$ cat src/ccpp_pkg.sv
// Shared types and constants for the charge cycle and power path control
package ccpp_pkg;

    // Charge sequencer states
    typedef enum logic [2:0] {
        ST_IDLE    = 3'b000,
        ST_TRICKLE = 3'b001,
        ST_PRE     = 3'b010,
        ST_FAST    = 3'b011,
        ST_DONE    = 3'b100,
        ST_FAULT   = 3'b101
    } ccpp_state_type;

    // Current level requested from the analog charge loop
    typedef enum logic [1:0] {
        CUR_OFF     = 2'b00,
        CUR_TRICKLE = 2'b01,
        CUR_PRE     = 2'b10,
        CUR_FAST    = 2'b11
    } ccpp_cur_type;

    // Rail source select codes
    localparam logic [1:0] RAIL_NORMAL = 2'h0;
    localparam logic [1:0] RAIL_FORCE_CELL = 2'h1;
    localparam logic [1:0] RAIL_FLOAT = 2'h2;
    localparam logic [1:0] RAIL_PULLDOWN = 2'h3;

    // Input sag select code that switches the loop off
    localparam logic [1:0] SAG_OFF_CODE = 2'h3;

    // Regulation target clamp, millivolts; target field in 10 mV steps
    localparam int TARGET_STEP_MV = 10;
    localparam int TARGET_MAX_MV = 4650;
    localparam logic [9:0] TARGET_MAX_CODE = 10'(TARGET_MAX_MV / TARGET_STEP_MV);

    // Droop headroom above the cell, millivolts
    localparam logic [7:0] DROOP_MV = 8'h64;
    localparam logic [7:0] DROOP_LOW_MV = 8'h32;
    localparam logic [7:0] TRACK_MV = 8'hE1;

    // Precharge timer is a quarter of the fast timer
    localparam int PRE_SHIFT = 2;
    // Precharge current without termination: 20 percent, as 1/5
    localparam int PRE_DIV = 5;

    // Timebase: one tick each minute at 250 MHz
    localparam int CLK_MHZ = 250;
    localparam int TICK_SEC = 60;
    localparam longint TICK_CYCLES = longint'(CLK_MHZ) * 1000000 * TICK_SEC;
    localparam logic [7:0] FAST_MIN_RST = 8'hB4;
    localparam logic [1:0] RESET_RAIL = 2'h0;

    // Analog comparator bundle, all synchronised levels
    typedef struct packed {
        logic in_above_lockout;
        logic in_above_cell_sleep;
        logic in_below_ovp;
        logic therm_in_window;
        logic cell_above_short;
        logic cell_above_deep;
        logic cell_below_recharge;
        logic cell_above_cutoff;
        logic current_at_taper;
        logic cv_loop_active;
        logic sag_loop_active;
        logic thermal_reg_active;
        logic rail_below_droop;
        logic rail_below_enter;
        logic rail_within_exit;
        logic shipmode;
    } ccpp_sense_type;

    // Switch and loop drives
    typedef struct packed {
        logic cell_switch_on;
        logic input_switch_on;
        logic rail_pulldown_on;
        logic supplement_on;
        logic droop_reduce;
    } ccpp_drive_type;

endpackage

$ cat src/ccpp_sync.sv
// Two-flop synchroniser for a vector of comparator levels
`timescale 1ns/1ps
`default_nettype none
module ccpp_sync #(
    parameter int WIDTH = 16
) (
    input wire logic clk,
    input wire logic srst,
    input wire logic [WIDTH-1:0] async_in,
    output logic [WIDTH-1:0] sync_out
);
    logic [WIDTH-1:0] meta_q;

    // First stage read only by the second
    always_ff @(posedge clk) begin
        if (srst) begin
            meta_q <= '0;
            sync_out <= '0;
        end else begin
            meta_q <= async_in;
            sync_out <= meta_q;
        end
    end
endmodule
`default_nettype wire

$ cat src/ccpp_timer.sv
// Minute-tick safety timer with half-rate slowdown
`timescale 1ns/1ps
`default_nettype none
module ccpp_timer #(
    parameter longint TICK_CYCLES = ccpp_pkg::TICK_CYCLES
) (
    input wire logic clk,
    input wire logic srst,
    input wire logic run,
    input wire logic clear,
    input wire logic slow,
    input wire logic [9:0] limit_min,
    output logic expired
);
    logic [39:0] div_q;
    logic half_q;
    logic [9:0] min_q;
    wire tick = run && (div_q == 40'(TICK_CYCLES - 1));
    // Extended timing counts every other minute tick
    wire count = tick && (!slow || half_q);

    always_ff @(posedge clk) begin
        if (srst || clear) begin
            div_q <= '0;
            half_q <= 1'b0;
            min_q <= '0;
        end else if (run) begin
            div_q <= tick ? '0 : div_q + 40'h1;
            if (tick) half_q <= ~half_q;
            if (count && min_q != limit_min) min_q <= min_q + 10'h1;
        end
    end

    assign expired = (min_q >= limit_min);
endmodule
`default_nettype wire

$ cat src/ccpp_ctrl.sv
// Charge sequencer and power path arbitration top level
// Functional notes
// - Start charging only with valid input, permission
// - Inhibit with thermistor in window: cell switch off
// - Supplement works regardless of charge inhibit
// - Below short threshold: trickle at trickle current
// - Trickle plus precharge share quarter timer
// - Precharge current, then fast past deep threshold
// - No termination: precharge is fast/5
// - Clamp regulation target at 4.65 V
// - Taper current reached: done, set complete flag
// - After done: cell switch off, rail from input
// - Terminate only in CV, no sag/droop/thermal
// - Recharge threshold restarts cycle, clears timers
// - Two select bits choose or disable sag floor
// - Sag loop active sets floor active flag
// - Sag active with double enable slows timer
// - Droop reduces current; then supplement
// - Droop 100 mV; off bit ignored when tracking
// - Supplement between entry and exit margins
// - Supplement: no termination, guard on, above cutoff (guard only follows its enable bit)
// - Decode four rail source select codes
// - Normal: input if valid, else cell
// - Input lost, cell above cutoff: rail to cell
// - Force cell below cutoff falls back to normal
`timescale 1ns/1ps
`default_nettype none
module ccpp_ctrl #(
    parameter longint TICK_CYCLES = ccpp_pkg::TICK_CYCLES
) (
    input wire logic clk,
    input wire logic srst,
    input wire ccpp_pkg::ccpp_sense_type sense_async,
    input wire logic charge_inhibit,
    input wire logic term_enable,
    input wire logic double_timer_enable,
    input wire logic droop_loop_off,
    input wire logic rail_tracking_mode,
    input wire logic cell_overcurrent_enable,
    input wire logic input_floor_sel_lo,
    input wire logic input_floor_sel_hi,
    input wire logic [1:0] rail_source_select,
    input wire logic [9:0] cell_target_voltage,
    input wire logic [9:0] fast_fill_current,
    input wire logic [9:0] pre_fill_current,
    input wire logic [9:0] fast_timer_min,
    input wire logic charge_complete_clear,
    output ccpp_pkg::ccpp_drive_type drive,
    output ccpp_pkg::ccpp_cur_type cur_level,
    output logic [9:0] cur_setting,
    output logic [9:0] applied_target,
    output logic [1:0] sag_select,
    output logic sag_enable,
    output logic [7:0] droop_headroom,
    output logic cell_overcurrent_guard,
    output logic input_floor_active_flag,
    output logic charge_complete_flag,
    output logic safety_fault_flag,
    output ccpp_pkg::ccpp_state_type state
);
    ////////////////////////////////////////////////////////////////////
    // Input synchronisation
    ccpp_pkg::ccpp_sense_type s;

    ccpp_sync #(
        .WIDTH($bits(ccpp_pkg::ccpp_sense_type))
    ) u_sync (
        .clk(clk),
        .srst(srst),
        .async_in(sense_async),
        .sync_out(s)
    );

    ////////////////////////////////////////////////////////////////////
    // Decodes
    ccpp_pkg::ccpp_state_type state_d;
    logic supp_q;
    wire in_valid = s.in_above_lockout && s.in_above_cell_sleep
        && s.in_below_ovp;
    // Inhibit only gates when thermistor pin sits in its window
    wire blocked = charge_inhibit && s.therm_in_window;
    wire may_start = in_valid && !blocked;
    // Force cell falls back to normal with a weak cell
    wire [1:0] mode_eff = (rail_source_select == ccpp_pkg::RAIL_FORCE_CELL
        && !s.cell_above_cutoff) ? ccpp_pkg::RAIL_NORMAL
        : rail_source_select;
    wire mode_force = (mode_eff == ccpp_pkg::RAIL_FORCE_CELL);
    wire mode_off = mode_eff[1];
    wire charging = (state == ccpp_pkg::ST_TRICKLE)
        || (state == ccpp_pkg::ST_PRE) || (state == ccpp_pkg::ST_FAST);
    // Termination only for a CV taper, never under other loops
    wire term_ok = term_enable && s.cv_loop_active && !s.sag_loop_active
        && !s.thermal_reg_active && !s.rail_below_droop
        && !supp_q;
    wire taper_done = (state == ccpp_pkg::ST_FAST) && s.current_at_taper
        && term_ok;
    wire restart = (state == ccpp_pkg::ST_DONE)
        && s.cell_below_recharge;
    wire sag_on = ({input_floor_sel_hi, input_floor_sel_lo}
        != ccpp_pkg::SAG_OFF_CODE);

    ////////////////////////////////////////////////////////////////////
    // Safety timer: precharge limit is a quarter of the fast limit
    wire in_pre = (state == ccpp_pkg::ST_TRICKLE)
        || (state == ccpp_pkg::ST_PRE);
    wire [9:0] limit = in_pre ? (fast_timer_min >> ccpp_pkg::PRE_SHIFT)
        : fast_timer_min;
    wire tmr_expired;
    // Clear on cycle start, restart and any entry to fast from trickle or precharge
    wire tmr_clear = (state == ccpp_pkg::ST_IDLE) || restart
        || (state_d == ccpp_pkg::ST_FAST
        && state != ccpp_pkg::ST_FAST);
    wire tmr_slow = s.sag_loop_active && double_timer_enable;

    ccpp_timer #(
        .TICK_CYCLES(TICK_CYCLES)
    ) u_timer (
        .clk(clk),
        .srst(srst),
        .run(charging),
        .clear(tmr_clear),
        .slow(tmr_slow),
        .limit_min(limit),
        .expired(tmr_expired)
    );

    ////////////////////////////////////////////////////////////////////
    // Charge sequencer next state
    always_comb begin
        state_d = state;
        unique case (state)
            ccpp_pkg::ST_IDLE: begin
                if (may_start && !mode_force && !mode_off) begin
                    state_d = ccpp_pkg::ST_TRICKLE;
                end
            end
            ccpp_pkg::ST_TRICKLE, ccpp_pkg::ST_PRE, ccpp_pkg::ST_FAST: begin
                if (!may_start || mode_force || mode_off) begin
                    state_d = ccpp_pkg::ST_IDLE;
                end else if (tmr_expired) begin
                    state_d = ccpp_pkg::ST_FAULT;
                end else if (taper_done) begin
                    state_d = ccpp_pkg::ST_DONE;
                end else if (s.cell_above_deep) begin
                    state_d = ccpp_pkg::ST_FAST;
                end else if (s.cell_above_short) begin
                    state_d = ccpp_pkg::ST_PRE;
                end else begin
                    state_d = ccpp_pkg::ST_TRICKLE;
                end
            end
            ccpp_pkg::ST_DONE: begin
                if (!in_valid) begin
                    state_d = ccpp_pkg::ST_IDLE;
                end else if (restart && may_start) begin
                    state_d = ccpp_pkg::ST_TRICKLE;
                end
            end
            ccpp_pkg::ST_FAULT: begin
                // Held until input is cycled
                if (!in_valid) state_d = ccpp_pkg::ST_IDLE;
            end
            default: state_d = ccpp_pkg::ST_IDLE;
        endcase
    end

    always_ff @(posedge clk) begin
        if (srst) state <= ccpp_pkg::ST_IDLE;
        else state <= state_d;
    end

    ////////////////////////////////////////////////////////////////////
    // Supplement: hysteresis between entry and exit margins
    wire supp_d = s.cell_above_cutoff && !mode_off
        && (supp_q ? !s.rail_within_exit
        : (s.rail_below_enter && in_valid));

    always_ff @(posedge clk) begin
        if (srst) supp_q <= 1'b0;
        else supp_q <= supp_d;
    end

    ////////////////////////////////////////////////////////////////////
    // Current level and setting
    wire [9:0] pre_cur = term_enable ? pre_fill_current
        : 10'(fast_fill_current / ccpp_pkg::PRE_DIV);
    ccpp_pkg::ccpp_cur_type cur_d;
    // Droop reduces to zero before supplement takes over
    wire droop_cut = s.rail_below_droop || supp_d;
    assign cur_d = (state_d == ccpp_pkg::ST_TRICKLE) ? ccpp_pkg::CUR_TRICKLE
        : (state_d == ccpp_pkg::ST_PRE) ? ccpp_pkg::CUR_PRE
        : (state_d == ccpp_pkg::ST_FAST) ? ccpp_pkg::CUR_FAST
        : ccpp_pkg::CUR_OFF;
    wire [9:0] set_d = (cur_d == ccpp_pkg::CUR_PRE) ? pre_cur
        : (cur_d == ccpp_pkg::CUR_FAST) ? fast_fill_current
        : 10'h000;
    wire [9:0] target_d = (cell_target_voltage > ccpp_pkg::TARGET_MAX_CODE)
        ? ccpp_pkg::TARGET_MAX_CODE : cell_target_voltage;
    // Tracking mode already carries its own headroom
    wire [7:0] head_d = rail_tracking_mode ? ccpp_pkg::TRACK_MV
        : droop_loop_off ? ccpp_pkg::DROOP_LOW_MV
        : ccpp_pkg::DROOP_MV;

    ////////////////////////////////////////////////////////////////////
    // Power path drives
    wire chg_sw = (cur_d != ccpp_pkg::CUR_OFF) && !droop_cut;
    ccpp_pkg::ccpp_drive_type drive_d;
    assign drive_d.input_switch_on = !mode_off && !mode_force
        && !s.shipmode && in_valid;
    // Cell feeds rail when input absent, forced, or assisting
    assign drive_d.cell_switch_on = !mode_off && !s.shipmode
        && (chg_sw || supp_d || (s.cell_above_cutoff
        && (mode_force || !in_valid)));
    assign drive_d.rail_pulldown_on = (mode_eff == ccpp_pkg::RAIL_PULLDOWN)
        || s.shipmode;
    assign drive_d.supplement_on = supp_d;
    assign drive_d.droop_reduce = s.rail_below_droop && charging;

    always_ff @(posedge clk) begin
        if (srst) begin
            drive <= '0;
            cur_level <= ccpp_pkg::CUR_OFF;
            cur_setting <= '0;
            applied_target <= '0;
            sag_select <= '0;
            sag_enable <= 1'b0;
            droop_headroom <= ccpp_pkg::DROOP_MV;
            cell_overcurrent_guard <= 1'b0;
            input_floor_active_flag <= 1'b0;
        end else begin
            drive <= drive_d;
            cur_level <= droop_cut ? ccpp_pkg::CUR_OFF : cur_d;
            cur_setting <= droop_cut ? 10'h000 : set_d;
            applied_target <= target_d;
            sag_select <= {input_floor_sel_hi, input_floor_sel_lo};
            sag_enable <= sag_on;
            droop_headroom <= head_d;
            cell_overcurrent_guard <= cell_overcurrent_enable;
            input_floor_active_flag <= s.sag_loop_active && sag_on;
        end
    end

    ////////////////////////////////////////////////////////////////////
    // Sticky flags; a set in the same cycle beats the clear
    always_ff @(posedge clk) begin
        if (srst) begin
            charge_complete_flag <= 1'b0;
            safety_fault_flag <= 1'b0;
        end else begin
            if (taper_done) charge_complete_flag <= 1'b1;
            else if (charge_complete_clear || restart)
                charge_complete_flag <= 1'b0;
            if (state_d == ccpp_pkg::ST_FAULT) safety_fault_flag <= 1'b1;
            else if (state_d == ccpp_pkg::ST_IDLE) safety_fault_flag <= 1'b0;
        end
    end
endmodule
`default_nettype wire

$ cat config.mk
export PLATFORM = sky130hd
export DESIGN_NAME = ccpp_ctrl
export DESIGN_NICKNAME = d
export VERILOG_FILES = /design/src/ccpp_pkg.sv /design/src/ccpp_sync.sv /design/src/ccpp_timer.sv /design/src/ccpp_ctrl.sv
export SDC_FILE = /design/constraint.sdc
export NUM_CORES = 1
export LEC_CHECK = 0
export ABC_AREA = 1
export BUFFER_PORTS_ARGS = -buffer_cell sky130_fd_sc_hd__buf_4
export CAP_MARGIN = 25
export CORE_ASPECT_RATIO = 0.5
export CORE_MARGIN = 2
export CORE_UTILIZATION = 52
export DETAILED_ROUTE_END_ITERATION = 12
export GPL_ROUTABILITY_DRIVEN = 0
export PLACE_DENSITY_LB_ADDON = 0.08
export SETUP_SLACK_MARGIN = 0.05
export SYNTH_ARGS = -nofsm -noshare
export SYNTH_HDL_FRONTEND = slang
export SYNTH_SLANG_ARGS = --single-unit
$ cat constraint.sdc
create_clock -name clk -period 5.5 [get_ports clk]
set_clock_uncertainty 0.15 [all_clocks]
set_input_delay 0.825 -clock clk [delete_from_list [all_inputs] [get_ports clk]]
set_output_delay 0.825 -clock clk [all_outputs]
set_load 0.05 [all_outputs]
==> flow_summary.toml <==
[routing]
drc = 0
avgRoutedWirePerCell_um = 13.1
drt-initial-drc-count = 408
met3WireLength_um = 697
finalWirelength_um = 18100
vias = 7046
drtPass1Iterations = 7
met1_length_um = 8170
wl_met2_um = 8980
final_antenna_net_count = 0
top_layer = "met4"
via_per_inst = 5.09

[critical_path]
endpoint = "cur_setting[0]"
crit_top_cell = "nand2_1"
r2r-end = "u_timer.div_q[33]"
cpPeakStageDelay_ns = 0.27
cp-startpoint = "fast_fill_current[7]"
crit_required_ns = 5.62
r2r_cells = 23
rr_startpoint = "state[1]"
start_kind = "input port"
end_kind = "flop"
cp_data_arrival_time_ns = 5.34
path_max_fanout = 7
reg2reg_slack_ns = 0.79
crit_type = "in -> reg"
slowest_stage = "ha_1"

[synthesis]
synth.avg_cell_area_um2 = 6.82
synth_edf_count = 0
async_flop_share = 0
syn_area_um2 = 7070
syn_inst = 1037
synth.distinct_cells = 51
ys_seq_area_frac = 0.351
yosys_register_bits = 124
ys.flop_type = "dfxtp_1"
ys.warnings.count = 0

[sta]
fmax_mhz = 192
setup-tns-final_ns = 0
hold_violations = 0
slew_viol_final = 0
fin_crit_sh = 0.949
rsz0062_at_grt = "yes"
layout_setup_ws_ns = 0.279
period_needed_ns = 5.22
setup-violations-final = 0
worst_pin_slew_ns = 0.711
relSlewSlack = 0.514
holdWs_ns = 0.251

[die]
ios = 114
initial_core_util = 0.528
rows = 30
die-area_um2 = 14600
die_w_um = 169
core_area_um2 = 13400
die_y_um = 86.5

[hold_path]
min_path_type = "reg -> reg"

[placed_design]
placed_area_um2 = 8300
portBuffers = 111
hpwlAfterDp_um = 13300
place_ws_ns = -0.231

[grt]
grt_max_degree = 48
track_usage = 0.252
antenna_found_initial = 0
grt_pass1_vias = 6623
grt_first_pass_wirelength_um = 30000
overflow = 0

[final_layout]
antenna_cells = 0
regArea_um2 = 2480
drive_above_1_share = 0.222
layout.nets = 1278
multi_input_comb_area_um2 = 3920
final_area_um2 = 9090
areaGrowthSynthToFinish_pct = 28.5
fill_cells = 1191

[clock_network]
clock_sinks = 124
cts_tree = "built"
clockRootBuffer = "clkbuf_16"
cts_max_level = 4
cts_buffers = 17
hold_buffers = 0
clockBufferDepth = 2
path_clk_slew_ns = 0.05
clk_latency_ns = 0.41

[outcome]
outcome = "complete, no violations"

[job]
drv_cap = 0

[pwr]
powerDensity_nw_per_um2 = 338
leakage_nw = 4.17
ir_drop_mv = 0.291
p_total_w = 0.00307
per-stage QoR:
step / utilization / std cells
floorplan: - / 1038
CTS: 0.665 / 1374
global route: 0.678 / 1383
global placement: 0.619 / 1342
detailed placement: 0.619 / 1342
finish: 0.678 / 1383
flip-flops by register name (all words and copies together), names as in the netlist, 2 cells and up:
name and count:
u_timer.min_q 10, u_sync.meta_q 16, state 3, drive 5
droop_headroom 4, sag_select 2, u_sync.sync_out 16, applied_target 10
cur_setting 10, u_timer.div_q 40, cur_level 2
worst min-delay path by stage:
stage / start / end / slack [ns] / depth (start not counted)
6_report: u_sync.meta_q[7] / u_sync.sync_out[7] / 0.25 / 2
5_1_grt: u_sync.meta_q[7] / u_sync.sync_out[7] / 0.27 / 2
4_1_cts: u_sync.meta_q[7] / u_sync.sync_out[7] / 0.25 / 2
3_5_place_dp: u_sync.meta_q[7] / u_sync.sync_out[7] / 0.24 / 2
3_3_place_gp: u_sync.meta_q[1] / u_sync.sync_out[1] / 0.24 / 2
2_1_floorplan: u_sync.meta_q[0] / u_sync.sync_out[0] / 0.24 / 2
what timing repair did:
item / CTS / global route
setup endpoints to repair: 0 / 2
resized for setup: 0 / 28
setup buffers: 0 / 6
logic make-up after synthesis:
logic type,synth area share
and+or+nand+nor,0.392
buffers and inverters,0.114
DFF,0.351
AOI/OAI and AO/OA,0.0754
xor gates and xnor gates,0.0409
adders and majority gates,0.0265
other,0.00106
cell usage after synthesis (all sizes together), types with 5 or more instances:
cell type / instances / area [µm²]
nand3: 77 / 458
a21oi: 36 / 188
ha: 15 / 188
clkbuf: 12 / 45.0
inv: 166 / 626
xor2: 27 / 236
nor2: 163 / 689
o211ai: 5 / 37.5
o21ai: 33 / 165
dfxtp: 124 / 2480
nor3b: 7 / 52.6
nand2: 237 / 972
nor4: 16 / 100
xnor2: 6 / 52.6
nor3: 24 / 125
nand4: 42 / 293
buf: 15 / 129
worst max-delay path, delay by kind of cell:
family          cells  cell delay (ns)
simple gates       31             3.00
fa+ha+maj           2             0.43
compound gates      2             0.22
buf+inv             9             0.87
layout make-up:
class                      count  share of cell area
multi-input combinational    723               0.431
sequential                   124               0.273
timing repair buffer         161               0.134
inverter                     167              0.0693
clock buffer                  23              0.0526
tap                          176              0.0242
clock inverter                 9              0.0149
cells in the final DEF, fill, tap and decap left out, types with 4 or more instances in the layout:
cell type / n
nand2_1: 208
buf_4: 160
inv_1: 156
nor2_1: 150
dfxtp_1: 124
nand3_1: 64
nand4_1: 40
a21oi_1: 34
o21ai_0: 28
xor2_1: 27
nor3_1: 23
nand2_2: 20
clkbuf_16: 17
nor4_1: 16
ha_1: 15
nand2_4: 11
inv_2: 10
nand3_2: 8
nor2_4: 7
nor3b_1: 7
xnor2_1: 6
nand3_4: 6
o211ai_1: 5
o21ai_1: 5
nor2_2: 4
nand3b_1: 4
per-layer routing:
layer  vias to the layer above  track usage
met5                         -            0
met4                         0       0.0721
met3                        28       0.0443
met2                       137        0.462
met1                      3236        0.308
li1                       3645            -
report_power, final:
| group | switching, W | internal, W |
|---|---|---|
| Combinational | 0.000595 | 0.000389 |
| Clock | 0.000416 | 0.000751 |
| Sequential | 0.00000604 | 0.000918 |
| Total | 0.00102 | 0.00206 |
Power figures use the tool's default switching activity.
